### src/rtl/codec_serial_defs.vh
`ifndef CODEC_SERIAL_DEFS_VH
`define CODEC_SERIAL_DEFS_VH
// ==================================================================
// register map, byte addresses on the axi4-lite port
`define REG_CTRL      5'h00
`define REG_STATUS    5'h04
`define REG_CTRL_WORD 5'h08
`define REG_FRAMES    5'h0C
`define REG_RX_DATA   5'h10
// ==================================================================
// bus response codes
`define RESP_OKAY     2'h0
`define RESP_SLVERR   2'h2
// ==================================================================
// control register fields and reset value
`define CTRL_EN_BIT   0
`define CTRL_RESET    32'h0000_0000
// ==================================================================
// control word layout, msb-first numbering
`define CW_BITS       32
`define CW_MIN_BITS   6'h1F
`define CW_MAX_BITS   6'h20
`define CW_RESET      32'h0000_0000
`define CW_MASK_IRQ   30
`define CW_LATT_HI    28
`define CW_LATT_LO    24
`define CW_RATT_HI    23
`define CW_RATT_LO    19
`define CW_MUTE       18
`define CW_LSEL       17
`define CW_RSEL       16
`define CW_LGAIN_HI   15
`define CW_LGAIN_LO   12
`define CW_RGAIN_HI   11
`define CW_RGAIN_LO   8
// ==================================================================
// sample port timing: aclk 10 ns, bit clock period in ns
`define CLK_PERIOD_NS 10
`define BCLK_PERIOD_NS 160
`define BCLK_HALF     4'h8 // aclk cycles per half bit clock
`define FRAME_LAST    5'h1F
`define FRAME_START   5'h1E
`define WORD_BITS     16
`define FIFO_DEPTH    8
`define FIFO_AW       3
`endif

### src/rtl/codec_serial_if.v
// Implementation choices: the register offsets and the AXI4-Lite slave port.
`include "codec_serial_defs.vh"
`default_nettype none
// ==================================================================
// sample fifo: width and depth shape the storage
module sample_fifo #(
  parameter WIDTH = 32,
  parameter DEPTH = 8,
  parameter AW    = 3
) (
  input  wire             aclk,     // system clock
  input  wire             aresetn,  // sync reset, active low
  input  wire             in_valid, // write request
  output wire             in_ready, // room available
  input  wire [WIDTH-1:0] in_data,  // write data
  output wire             out_valid,// data available
  input  wire             out_ready,// read request
  output wire [WIDTH-1:0] out_data, // head of queue
  output wire [AW:0]      level     // words stored
);
  reg [WIDTH-1:0] mem [0:DEPTH-1];
  reg [AW:0]      wr_r;
  reg [AW:0]      rd_r;
  wire            push;
  wire            pop;
  // full when pointers differ only in the wrap bit
  assign level     = wr_r - rd_r;
  assign in_ready  = (level != DEPTH[AW:0]);
  assign out_valid = (wr_r != rd_r);
  assign out_data  = mem[rd_r[AW-1:0]];
  assign push      = in_valid & in_ready;
  assign pop       = out_valid & out_ready;
  // pointer and storage update
  always @(posedge aclk) begin
    if (!aresetn) begin
      wr_r <= {(AW+1){1'b0}};
      rd_r <= {(AW+1){1'b0}};
    end else begin
      if (push) begin
        mem[wr_r[AW-1:0]] <= in_data;
        wr_r              <= wr_r + 1'b1;
      end
      if (pop)
        rd_r <= rd_r + 1'b1;
    end
  end
endmodule

// ==================================================================
// Summary of operation
// - samples use the sample port, configuration the separate control port
// - codec is bit clock master and drives the bit clock out
// - codec drives the frame sync one bit ahead of each frame
// - control bit 30 masks the codec interrupt pin when set
// - bits 28..24 left output attenuation, 1.5 dB steps
// - bits 23..19 right output attenuation, 1.5 dB steps
// - bit 18 mutes the analog output when set
// - bits 17 and 16 pick line input one or two, left and right
// - bits 15..12 left input gain, 1.5 dB steps
// - bits 11..8 right input gain, 1.5 dB steps
// - first control bit shifted is bit 31 of this numbering
// - frame is 16-bit left then 16-bit right, msb first
module codec_serial_if (
  input  wire        aclk,             // system clock, 100 MHz
  input  wire        aresetn,          // sync reset, active low
  input  wire [4:0]  s_axi_awaddr,     // write address
  input  wire        s_axi_awvalid,    // write address valid
  output wire        s_axi_awready,    // write address ready
  input  wire [31:0] s_axi_wdata,      // write data
  input  wire [3:0]  s_axi_wstrb,      // write byte strobes
  input  wire        s_axi_wvalid,     // write data valid
  output wire        s_axi_wready,     // write data ready
  output reg  [1:0]  s_axi_bresp,      // write response
  output reg         s_axi_bvalid,     // write response valid
  input  wire        s_axi_bready,     // write response ready
  input  wire [4:0]  s_axi_araddr,     // read address
  input  wire        s_axi_arvalid,    // read address valid
  output wire        s_axi_arready,    // read address ready
  output reg  [31:0] s_axi_rdata,      // read data
  output reg  [1:0]  s_axi_rresp,      // read response
  output reg         s_axi_rvalid,     // read data valid
  input  wire        s_axi_rready,     // read data ready
  input  wire        codec_reset_n,    // codec reset pin from host
  input  wire        ctrl_select_n,    // control gate pin, active low
  input  wire        ctrl_clock,       // control clock pin from host
  input  wire        ctrl_data_in,     // control data pin
  output reg         sample_bit_clock, // bit clock to host
  output reg         frame_sync_pulse, // frame sync to host
  output reg         codec_sample_out, // serial samples to host
  input  wire        codec_sample_in,  // serial samples from host
  output wire        codec_irq_pin_n,  // interrupt pin, active low
  input  wire [31:0] adc_data,         // left in 31..16, right in 15..0
  input  wire        adc_valid,        // converter word offered
  output wire        adc_ready,        // fifo has room
  output reg  [31:0] dac_data,         // received left and right word
  output reg         dac_valid,        // one-cycle pulse per frame
  output reg         irq_mask,         // interrupt masked
  output reg  [4:0]  left_atten,       // left output attenuation
  output reg  [4:0]  right_atten,      // right output attenuation
  output reg         out_mute,         // analog output muted
  output reg         left_input_two,   // left uses second line input
  output reg         right_input_two,  // right uses second line input
  output reg  [3:0]  left_gain,        // left input gain
  output reg  [3:0]  right_gain        // right input gain
);
  localparam [3:0] HALF = `BCLK_HALF;
  // ================================================================
  // pin synchronisers, two flops each
  reg [1:0] rst_s_r;
  reg [1:0] sel_s_r;
  reg [1:0] clk_s_r;
  reg [1:0] din_s_r;
  reg [1:0] sin_s_r;
  reg       clk_d_r;
  always @(posedge aclk) begin
    if (!aresetn) begin
      rst_s_r <= 2'h0;
      sel_s_r <= 2'h3;
      clk_s_r <= 2'h0;
      din_s_r <= 2'h0;
      sin_s_r <= 2'h0;
      clk_d_r <= 1'b0;
    end else begin
      rst_s_r <= {rst_s_r[0], codec_reset_n};
      sel_s_r <= {sel_s_r[0], ctrl_select_n};
      clk_s_r <= {clk_s_r[0], ctrl_clock};
      din_s_r <= {din_s_r[0], ctrl_data_in};
      sin_s_r <= {sin_s_r[0], codec_sample_in};
      clk_d_r <= clk_s_r[1];
    end
  end
  // codec held in reset by either the system or the host line
  wire run = aresetn & rst_s_r[1];
  // ================================================================
  // control port receiver
  reg [31:0] cw_sh_r;
  reg [5:0]  cw_cnt_r;
  reg [31:0] cw_r;
  reg        cw_loaded_r;
  reg        sel_d_r;
  wire       ctrl_clock_rise = clk_s_r[1] & ~clk_d_r;
  always @(posedge aclk) begin
    if (!run) begin
      cw_sh_r     <= `CW_RESET;
      cw_cnt_r    <= 6'h00;
      cw_r        <= `CW_RESET;
      cw_loaded_r <= 1'b0;
      sel_d_r     <= 1'b1;
    end else begin
      sel_d_r <= sel_s_r[1];
      if (sel_s_r[1]) begin
        // end of transfer: accept only a full enough word
        cw_cnt_r <= 6'h00;
        if (!sel_d_r && cw_cnt_r >= `CW_MIN_BITS) begin
          cw_r        <= cw_sh_r;
          cw_loaded_r <= 1'b1;
        end
      end else if (ctrl_clock_rise && cw_cnt_r < `CW_MAX_BITS) begin
        // first bit lands in bit 31, later bits fall below it
        cw_sh_r[5'h1F - cw_cnt_r[4:0]] <= din_s_r[1];
        cw_cnt_r                       <= cw_cnt_r + 1'b1;
      end else if (sel_d_r) begin
        cw_sh_r <= `CW_RESET;
      end
    end
  end
  // control word fields to the analog section
  always @(posedge aclk) begin
    irq_mask        <= cw_r[`CW_MASK_IRQ];
    left_atten      <= cw_r[`CW_LATT_HI:`CW_LATT_LO];
    right_atten     <= cw_r[`CW_RATT_HI:`CW_RATT_LO];
    out_mute        <= cw_r[`CW_MUTE];
    left_input_two  <= cw_r[`CW_LSEL];
    right_input_two <= cw_r[`CW_RSEL];
    left_gain       <= cw_r[`CW_LGAIN_HI:`CW_LGAIN_LO];
    right_gain      <= cw_r[`CW_RGAIN_HI:`CW_RGAIN_LO];
  end
  // ================================================================
  // converter word fifo in the transmit path
  reg         en_r;
  wire        fifo_valid;
  wire [31:0] fifo_data;
  wire [3:0]  fifo_level;
  reg         pop_r;
  sample_fifo #(
    .WIDTH (32),
    .DEPTH (`FIFO_DEPTH),
    .AW    (`FIFO_AW)
  ) tx_fifo (
    .aclk      (aclk),
    .aresetn   (run),
    .in_valid  (adc_valid),
    .in_ready  (adc_ready),
    .in_data   (adc_data),
    .out_valid (fifo_valid),
    .out_ready (pop_r),
    .out_data  (fifo_data),
    .level     (fifo_level)
  );
  // ================================================================
  // sample port master: bit clock, frame sync, data
  reg [3:0]  div_r;
  reg [4:0]  bit_r;
  reg [31:0] tx_sh_r;
  reg [31:0] rx_sh_r;
  reg        underrun_r;
  reg [31:0] frames_r;
  reg        rx_full_r;
  always @(posedge aclk) begin
    if (!run || !en_r) begin
      div_r            <= 4'h0;
      bit_r            <= `FRAME_START;
      tx_sh_r          <= 32'h0000_0000;
      rx_sh_r          <= 32'h0000_0000;
      sample_bit_clock <= 1'b0;
      frame_sync_pulse <= 1'b0;
      codec_sample_out <= 1'b0;
      pop_r            <= 1'b0;
      dac_valid        <= 1'b0;
      rx_full_r        <= 1'b0;
      if (!run) begin
        dac_data   <= 32'h0000_0000;
        underrun_r <= 1'b0;
        frames_r   <= 32'h0000_0000;
      end
    end else begin
      pop_r     <= 1'b0;
      dac_valid <= 1'b0;
      if (div_r == HALF - 4'h1) begin
        div_r            <= 4'h0;
        sample_bit_clock <= ~sample_bit_clock;
        if (!sample_bit_clock) begin
          // rising edge: launch next bit
          if (bit_r == `FRAME_LAST) begin
            bit_r            <= 5'h00;
            tx_sh_r          <= fifo_valid ? fifo_data : 32'h0000_0000;
            codec_sample_out <= fifo_valid & fifo_data[31];
            pop_r            <= fifo_valid;
            rx_full_r        <= 1'b1;
            underrun_r       <= ~fifo_valid;
            frame_sync_pulse <= 1'b0;
          end else begin
            bit_r            <= bit_r + 5'h01;
            tx_sh_r          <= {tx_sh_r[30:0], 1'b0};
            codec_sample_out <= tx_sh_r[30];
            frame_sync_pulse <= (bit_r == `FRAME_LAST - 5'h01);
          end
        end else begin
          // falling edge: capture host data
          rx_sh_r <= {rx_sh_r[30:0], sin_s_r[1]};
          // no strobe for the sync slot that precedes the first full frame
          if (bit_r == `FRAME_LAST && rx_full_r) begin
            dac_data  <= {rx_sh_r[30:0], sin_s_r[1]};
            dac_valid <= 1'b1;
            frames_r  <= frames_r + 32'h0000_0001;
          end
        end
      end else begin
        div_r <= div_r + 4'h1;
      end
    end
  end
  // interrupt pin: underrun of the last frame, unless masked
  assign codec_irq_pin_n = ~(underrun_r & ~cw_r[`CW_MASK_IRQ]);
  // ================================================================
  // axi4-lite slave
  reg        aw_hold_r;
  reg        w_hold_r;
  reg [4:0]  aw_addr_r;
  reg [31:0] w_data_r;
  reg [3:0]  w_strb_r;
  wire       aw_ok = aw_hold_r | s_axi_awvalid;
  wire       w_ok  = w_hold_r | s_axi_wvalid;
  wire [4:0] wa    = aw_hold_r ? aw_addr_r : s_axi_awaddr;
  wire [31:0] wd   = w_hold_r ? w_data_r : s_axi_wdata;
  wire [3:0] ws    = w_hold_r ? w_strb_r : s_axi_wstrb;
  wire       do_wr = aw_ok & w_ok & ~s_axi_bvalid;
  assign s_axi_awready = ~aw_hold_r & ~s_axi_bvalid;
  assign s_axi_wready  = ~w_hold_r & ~s_axi_bvalid;
  assign s_axi_arready = ~s_axi_rvalid;
  // write side: either channel may arrive first
  always @(posedge aclk) begin
    if (!aresetn) begin
      aw_hold_r    <= 1'b0;
      w_hold_r     <= 1'b0;
      aw_addr_r    <= 5'h00;
      w_data_r     <= 32'h0000_0000;
      w_strb_r     <= 4'h0;
      s_axi_bvalid <= 1'b0;
      s_axi_bresp  <= `RESP_OKAY;
      en_r         <= 1'b0;
    end else begin
      if (s_axi_bvalid && s_axi_bready)
        s_axi_bvalid <= 1'b0;
      if (do_wr) begin
        aw_hold_r    <= 1'b0;
        w_hold_r     <= 1'b0;
        s_axi_bvalid <= 1'b1;
        s_axi_bresp  <= `RESP_OKAY;
        case (wa)
          `REG_CTRL: begin
            if (ws[0])
              en_r <= wd[`CTRL_EN_BIT];
          end
          `REG_STATUS, `REG_CTRL_WORD, `REG_FRAMES, `REG_RX_DATA: en_r <= en_r;
          default: s_axi_bresp <= `RESP_SLVERR;
        endcase
      end else begin
        if (s_axi_awvalid && s_axi_awready) begin
          aw_hold_r <= 1'b1;
          aw_addr_r <= s_axi_awaddr;
        end
        if (s_axi_wvalid && s_axi_wready) begin
          w_hold_r <= 1'b1;
          w_data_r <= s_axi_wdata;
          w_strb_r <= s_axi_wstrb;
        end
      end
    end
  end
  // read side: answer one cycle after the address is taken
  always @(posedge aclk) begin
    if (!aresetn) begin
      s_axi_rvalid <= 1'b0;
      s_axi_rdata  <= 32'h0000_0000;
      s_axi_rresp  <= `RESP_OKAY;
    end else if (s_axi_rvalid) begin
      if (s_axi_rready)
        s_axi_rvalid <= 1'b0;
    end else if (s_axi_arvalid) begin
      s_axi_rvalid <= 1'b1;
      s_axi_rresp  <= `RESP_OKAY;
      case (s_axi_araddr)
        `REG_CTRL:      s_axi_rdata <= {31'h0000_0000, en_r};
        `REG_STATUS:    s_axi_rdata <= {24'h00_0000, fifo_level, ~codec_irq_pin_n,
                                        underrun_r, cw_loaded_r, run};
        `REG_CTRL_WORD: s_axi_rdata <= cw_r;
        `REG_FRAMES:    s_axi_rdata <= frames_r;
        `REG_RX_DATA:   s_axi_rdata <= dac_data;
        default: begin
          s_axi_rdata <= 32'h0000_0000;
          s_axi_rresp <= `RESP_SLVERR;
        end
      endcase
    end
  end
endmodule
`default_nettype wire

### config.mk
export PLATFORM = sky130hd
export DESIGN_NAME = codec_serial_if
export DESIGN_NICKNAME = d
export VERILOG_FILES = /design/src/rtl/codec_serial_if.v
export VERILOG_INCLUDE_DIRS = /design/src /design/src/rtl
export SDC_FILE = /design/constraint.sdc
export NUM_CORES = 1
export LEC_CHECK = 0
export BUFFER_PORTS_ARGS = -buffer_cell sky130_fd_sc_hd__clkbuf_2
export CORE_ASPECT_RATIO = 2
export CORE_UTILIZATION = 50
export DETAILED_ROUTE_END_ITERATION = 16
export GPL_TIMING_DRIVEN = 0
export HOLD_SLACK_MARGIN = 0.05
export PLACE_DENSITY_LB_ADDON = 0.12
export SLEW_MARGIN = 40
export SYNTH_ARGS = -nofsm -noshare
export SYNTH_HDL_FRONTEND = slang
export SYNTH_HIERARCHICAL = 1
export SYNTH_SLANG_ARGS = --single-unit
### constraint.sdc
create_clock -name aclk -period 7.01 [get_ports aclk]
set_input_delay 0 -clock aclk [delete_from_list [all_inputs] [get_ports aclk]]
set_output_delay 0 -clock aclk [all_outputs]
set_load 0.01 [all_outputs]
==> results.py, run 1 <==
metrics = {
    "clock_tree": {
        "tritoncts": "yes",
        "cts_setup_buffers": 0,
        "htree_num_levels": 2,
        "clockBufferDepth": 3,
        "cts_sinks": 560,
        "cts_resized": 0,
        "clk_latency_ns": 0.57,
        "cts_buffers": 49,
        "cts.reportedPaths.clkPinSlew_ns": 0.06,
        "ctsRootBufferMaster": "clkbuf_16",
    },
    "global_routing": {
        "antenna_found_initial": 1,
        "grt_max_degree": 38,
        "grtUsageTotal": 0.2602,
        "first_global_vias": 15607,
        "grt-ovfl-total": 0,
        "grt_first_pass_wirelength_um": 88130,
    },
    "placed_design": {
        "placed_cells": 2508,
        "pre_cts_slack_ns": 2.385,
        "io_buffers": 154,
        "gp_congestion": 0.9019,
        "dpl.hpwl_um": 41930,
    },
    "setup_path": {
        "worst_setup_path_end_kind": "flip-flop",
        "reg2reg_slack_ns": 2.37,
        "worstSetupPathType": "flip-flop to flip-flop",
        "r2r_cells": 16,
        "cp.required_ns": 7.29,
        "start_kind": "flip-flop",
        "rr_startpoint": "tx_fifo/wr_r[0]",
        "worstPathArrival_ns": 4.93,
        "cp-startpoint": "tx_fifo/wr_r[0]",
        "worstPathMaxFanout": 10,
    },
    "sta": {
        "setup_viol": 0,
        "min_period_ns": 4.645,
        "tightest_slew_ns": 0.8361,
        "slew_violations": 0,
        "setup_ws_ns": 2.365,
        "rsz0062_at_grt": "no",
        "period_share": 0.6626,
        "relSlewSlack": 0.4426,
        "maxClockFrequency_ghz": 0.2153,
        "hold_violations": 0,
        "clock_skew_ns": 0.01245,
    },
    "synthesis": {
        "synth_edf_count": 321,
        "synthFlopType": "edfxtp_1",
        "ys_types": 67,
        "ys.warnings.count": 6,
        "avgSynthCellArea_um2": 12.82,
        "synth_mux_area_frac": 0.1034,
        "synth_largest_area_cell": "edfxtp_1",
        "ys_async_sr_fraction": 0,
        "synthesis.area_mm2": 0.02225,
        "synth_top_family_by_area": "simple AND/OR/NAND/NOR gates",
        "synth_fa_ha_area_frac": 0.008771,
        "synth-simple-area-share": 0.1143,
        "synth_top_area_frac": 0.4332,
        "syn_inst": 1736,
        "synth_seq_cells": 560,
        "ys_seq_area_frac": 0.6482,
        "synthTopCellsByArea": "edfxtp_1, dfxtp_1, mux4_2",
        "synth_compound_area_frac": 0.08895,
        "synthXorXnorAreaFrac": 0.008265,
    },
    "pwr": {
        "power.leakage_uw": 0.009329,
        "power.total_uw": 6355,
        "p_seq_frac": 0.551,
        "swShare": 0.2059,
        "p_int_uw": 5046,
        "ir_drop_v": 0.0002193,
        "power_density_mw_per_mm2": 239.4,
        "clkPwrFrac": 0.421,
        "p_comb_frac": 0.028,
        "net-switching-power_uw": 1309,
    },
    "floorplan": {
        "die_y_um": 300.3,
        "core_mm2": 0.04405,
        "ioPinCount": 192,
        "die_w_um": 151.2,
        "dieArea_mm2": 0.04540,
        "rows": 109,
        "initial_core_util": 0.5052,
    },
    "route": {
        "drc": 0,
        "dr.pass1.iters": 5,
        "drt-total-wl_um": 56910,
        "antenna_left": 0,
        "routed_via_density": 5.664,
        "drtIter0Drc": 848,
        "vias": 15173,
        "wl_per_cell_um": 21.24,
    },
    "final_layout": {
        "layout_common_cells": "edfxtp_1, dfxtp_1, nand2_1",
        "final_common_cell": "edfxtp_1",
        "fin_nets": 2189,
        "layout-drive-gt1-share": 0.2209,
        "fin_cells": 2679,
        "syn_to_final_growth_pct": 19.28,
        "num-fill-cells": 3522,
    },
    "run": {
        "maxCapViolCount": 0,
    },
    "worst_hold_path": {
        "hold_class": "input pin to flip-flop",
        "hold_depth": 5,
        "hold_start": "s_axi_araddr[4]",
    },
    "status": {
        "status": "complete, no violations",
    },
}
[layer usage]
metal  global-route usage  wire [um]
met2               0.5016      32060
met4               0.1526       3368
met1               0.2612      19550
met3              0.02731       1934
met5                    0          0
[path summary, 6_finish.rpt]
check,endpoint
max reg2reg,tx_fifo/mem[1][7]
min,s_axi_rdata[31]
min reg2reg,left_gain[0]
max,tx_fifo/mem[1][7]
[worst max-delay path, cell delays in order (launching register included)]
cell and delay [ns]:
dfxtp_1 0.49, inv_1 0.19, ha_1 0.27, fa_1 0.44, xnor2_1 0.28, or3_4 0.21, o31ai_4 0.13, nor4_2 0.56
buf_2 0.26, buf_2 0.18, buf_2 0.20, buf_4 0.17, buf_2 0.18, buf_2 0.20, buf_2 0.21, buf_2 0.20
buf_2 0.17
[power groups by stage]
stage                     clock network (uW)  logic [uW]  registers (uW)
final                                   2670         180            3500
after global routing                    2840         195            3500
after CTS                               2730         180            3500
after detailed placement                   0         142            3570
after global placement                     0         135            3580
after floorplan                            0        67.0            3570
[state kept, by name, indices dropped and copies added (netlist names), 6 cells and up, named ones only]
| register | flops |
|---|---|
| cw_cnt_r | 6 |
| cw_r | 32 |
| cw_sh_r | 32 |
| dac_data | 32 |
| frames_r | 32 |
| rx_sh_r | 31 |
| s_axi_rdata | 32 |
| tx_fifo/mem | 256 |
| tx_sh_r | 31 |
[cells in the mapped netlist, types with 4 or more instances]
cell	count
mux2_2	63
nand3b_1	8
nor2b_1	5
and4_1	6
nor3b_1	4
buf_2	19
inv_1	18
a221oi_1	31
o21ai_0	6
nor2_1	82
nand4_1	13
nor3_1	48
o31ai_1	7
clkbuf_1	87
nand2_1	226
or3_1	5
o21ai_1	70
or4_1	8
and2_1	52
nor4_1	4
edfxtp_1	321
dfxtp_1	239
ha_1	14
and3b_1	5
a22oi_1	25
xnor2_1	7
xor2_1	14
o211ai_1	4
a31oi_1	5
mux4_2	64
a21oi_1	153
nand3_1	18
mux2i_1	15
and3_1	14
nand2b_1	11
buf_1	12
a222oi_1	5
[stage by stage]
stage | utilization | hold slack, ns | setup TNS, ns | cell area [um^2]
2_1_floorplan | - | 0.09887 | 0 | 22260
3_3_place_gp | 0.5385 | 0.1976 | -205.95 | 23720
3_5_place_dp | 0.5484 | 0.2049 | 0 | 24160
4_1_cts | 0.6022 | 0.1327 | 0 | 26530
5_1_grt | 0.6026 | 0.2047 | 0 | 26540
6_report | 0.6026 | 0.1681 | 0 | 26540
[cell type report]
cell class / instances / area (um^2) / share of cell area
inverter: 20 / 75.07 / 0.002828
multi-input combinational: 1031 / 7287 / 0.2745
clock buffer: 69 / 1413 / 0.05322
clock inverter: 22 / 166.4 / 0.006269
tap: 555 / 694.4 / 0.02616
antenna: 1 / 2.502 / 0.00009428
sequential: 560 / 14420 / 0.5434
timing repair buffer: 295 / 1934 / 0.07288
buffer: 126 / 546.8 / 0.02060
[cell families after synthesis]
logic type	Yosys count
AOI/OAI and AO/OA	328
xor gates and xnor gates	21
adders and majority gates	15
buffers and inverters	146
DFF	560
muxes	142
other	1
and+or+nand+nor	523
[repair_timing]
action,4_1_cts,5_1_grt
setup endpoints to repair,0,0
hold buffers,79,0
hold endpoints to repair,303,0
Note: power is estimated with default switching activity, not from simulation.
==> run 2: changes to the inputs <==
ABC_AREA = 1   (was not set)
clock period = 4.57 ns   (was 7.01 ns; I/O delays follow)
==> run 2 against run 1 <==
- wire length rose by 18%
- non-clock buffer count shrank 31
- critical path type unchanged
- sequential share of layout area shrank 1.6 points
- combinational power is 65% higher
- synthesized cell count grew 39%
- highest routed layer unchanged
==> results.py, run 2 <==
metrics = {
    "clock_tree": {
        "cts_buffers": 48,
        "clk_latency_ns": 0.59,
        "tritoncts": "yes",
        "cts.reportedPaths.clkPinSlew_ns": 0.07,
        "cts_sinks": 560,
        "cts_setup_buffers": 0,
        "ctsRootBufferMaster": "clkbuf_16",
        "clockBufferDepth": 3,
        "htree_num_levels": 2,
    },
    "synthesis": {
        "avgSynthCellArea_um2": 9.559,
        "ys.warnings.count": 6,
        "synth_seq_cells": 560,
        "synth_top_area_frac": 0.4170,
        "syn_inst": 2418,
        "ys_seq_area_frac": 0.6240,
        "synthesis.area_mm2": 0.02311,
        "synth_edf_count": 321,
        "netlist_top_cells_count": "nand2_1, edfxtp_1, nor2_1",
        "synth_most_common_cell": "nand2_1",
        "ys_types": 45,
        "ys_async_sr_fraction": 0,
        "synthTopCellsByArea": "edfxtp_1, dfxtp_1, nand2_1",
        "synthFlopType": "edfxtp_1",
        "synth_largest_area_cell": "edfxtp_1",
    },
    "route": {
        "drtIter0Drc": 1229,
        "wl_per_cell_um": 20.14,
        "drc": 0,
        "dr.pass1.iters": 8,
        "drt-total-wl_um": 67020,
        "antenna_left": 0,
        "routed_via_density": 5.449,
        "vias": 18133,
    },
    "worst_hold_path": {
        "hold_depth": 6,
        "hold_end": "s_axi_rdata[1]",
        "hold_class": "input pin to flip-flop",
        "hold_start": "s_axi_araddr[1]",
    },
    "global_routing": {
        "antenna_found_initial": 0,
        "grt_first_pass_wirelength_um": 102500,
        "grtUsageTotal": 0.2888,
        "grt-ovfl-total": 0,
        "grt_max_degree": 37,
        "first_global_vias": 18376,
    },
    "placed_design": {
        "gp_congestion": 0.9786,
        "io_buffers": 154,
        "post_dp_cell_area_mm2": 0.02498,
        "dpl.hpwl_um": 50610,
        "placed_cells": 3163,
    },
    "pwr": {
        "ir_drop_v": 0.0003580,
        "net-switching-power_uw": 2066,
        "power_density_mw_per_mm2": 361.6,
        "swShare": 0.2088,
        "power.total_uw": 9893,
        "p_seq_frac": 0.544,
        "p_int_uw": 7827,
        "power.leakage_uw": 0.009653,
        "clkPwrFrac": 0.426,
        "p_comb_frac": 0.030,
    },
    "final_layout": {
        "largest_reg_flops": 256,
        "final_common_cell": "nand2_1",
        "syn_to_final_growth_pct": 18.37,
        "layout-drive-gt1-share": 0.1368,
        "post-route-cell-area_mm2": 0.02736,
        "layout_common_cells": "nand2_1, edfxtp_1, nor2_1",
        "num-fill-cells": 3880,
        "fin_cells": 3328,
        "fin_nets": 2830,
        "num_antenna_cells": 0,
    },
    "sta": {
        "maxClockFrequency_ghz": 0.2983,
        "min_period_ns": 3.352,
        "clock_skew_ns": 0.02671,
        "fin_tns_setup_ns": 0,
        "rsz0062_at_grt": "no",
        "whs_ns": 0.09385,
        "period_share": 0.7335,
        "setup_viol": 0,
        "tightest_slew_ns": 0.7139,
        "slew_violations": 0,
        "hold_violations": 0,
        "relSlewSlack": 0.5241,
    },
    "setup_path": {
        "start_kind": "flip-flop",
        "worstPathArrival_ns": 3.63,
        "critPathMaxStageDelay_ns": 0.47,
        "cpMaxStageDelayCell": "dfxtp_1",
        "rr_startpoint": "tx_fifo/wr_r[0]",
        "r2r_cells": 15,
        "worst_setup_path_end_kind": "flip-flop",
        "reg2reg_to": "tx_fifo/mem[0][30]",
        "worstPathMaxFanout": 7,
        "cp_cell_sequence": "inv_1 -> ha_1 -> fa_1 -> inv_1 -> nand2_1 -> nand2_1 -> nor2_2 -> nand3_2 -> nand2_1 -> nor3_2 -> buf_2 -> buf_4 -> buf_2 -> buf_4 -> buf_4",
        "cp.required_ns": 4.85,
        "reg2reg_slack_ns": 1.22,
        "worstSetupPathType": "flip-flop to flip-flop",
    },
    "floorplan": {
        "core_mm2": 0.04569,
        "die_y_um": 306.1,
        "dieArea_mm2": 0.04714,
        "initial_core_util": 0.5058,
        "rows": 111,
        "die_w_um": 154.0,
        "ioPinCount": 192,
    },
    "run": {
        "maxCapViolCount": 0,
    },
    "status": {
        "status": "complete, no violations",
    },
}
-- run 2: changes by cell type in the layout (fill, tap and decap cells not counted), moves of 60 or more --
cell / change
nand2_1: +237
mux2_2: -63
nor2_1: +227
o21ai_0: +234
a21oi_1: +60
mux4_2: -64
inv_1: +141
-- run 2: timing repair --
item / CTS / global route
resized for setup: 0 / 0
hold buffers: 76 / 0
hold endpoints to repair: 293 / 0
-- run 2: cells by family after synthesis --
kind of cell | synth area share
other cells | 0.0001622
compound gates | 0.1393
buf+inv | 0.06225
fa+ha+maj | 0.008445
xor+xnor | 0.001895
simple gates | 0.1639
flops | 0.6240
-- run 2: layout make-up --
class                   count  area (um^2)  area share
inverters                 177        664.4     0.02428
clock buffers              64         1344     0.04912
multi-input cells        1547         7317      0.2674
well taps                 565        706.9     0.02584
repair buffers            255         1852     0.06768
plain buffers             135        774.5     0.02831
flip-flops and latches    560        14420      0.5272
clock inverters            25        277.8     0.01015
-- run 2: power groups by stage --
stage               clock (uW)  combinational (uW)  sequential, uW
floorplan                    0                 118            5480
global placement             0                 228            5490
detailed placement           0                 238            5490
CTS                       4280                 296            5380
global route              4460                 326            5380
finish                    4220                 297            5380
-- run 2: how the worst max path moves through the flow --
| stage | from | slack, ns | depth (start not counted) | endpoint |
|---|---|---|---|---|
| after detailed placement | tx_fifo/wr_r[0] | 1.26 | 15 | tx_fifo/mem[0][30] |
| after global placement | tx_fifo/wr_r[0] | -1.92 | 10 | tx_fifo/mem[0][30] |
| final | tx_fifo/wr_r[0] | 1.22 | 15 | tx_fifo/mem[0][30] |
| after global routing | tx_fifo/wr_r[0] | 0.99 | 15 | tx_fifo/mem[0][30] |
| after CTS | tx_fifo/wr_r[0] | 1.23 | 15 | tx_fifo/mem[0][30] |
| after floorplan | tx_fifo/wr_r[0] | 0.37 | 10 | tx_fifo/mem[0][0] |
-- run 2: per-stage QoR --
step / setup WS, ns / utilization
after floorplan: 0.3694 / -
after global placement: -1.925 / 0.5383
after detailed placement: 1.263 / 0.5466
after CTS: 1.233 / 0.5988
after global routing: 0.9943 / 0.5988
final: 1.218 / 0.5988
-- run 2: layer usage --
layer	track usage	wire length (um)	vias to the layer above
li1	-	-	8850
met1	0.2684	22330	8491
met2	0.5562	36180	574
met3	0.03731	2763	218
met4	0.2281	5743	0
met5	0	0	-
-- run 2: worst max-delay path, delay by kind of cell (launching register included) --
kind	cells	cell delay, ns
buffers and inverters	7	1.29
adders and majority gates	2	0.72
and+or+nand+nor	6	0.55
DFF	1	0.47
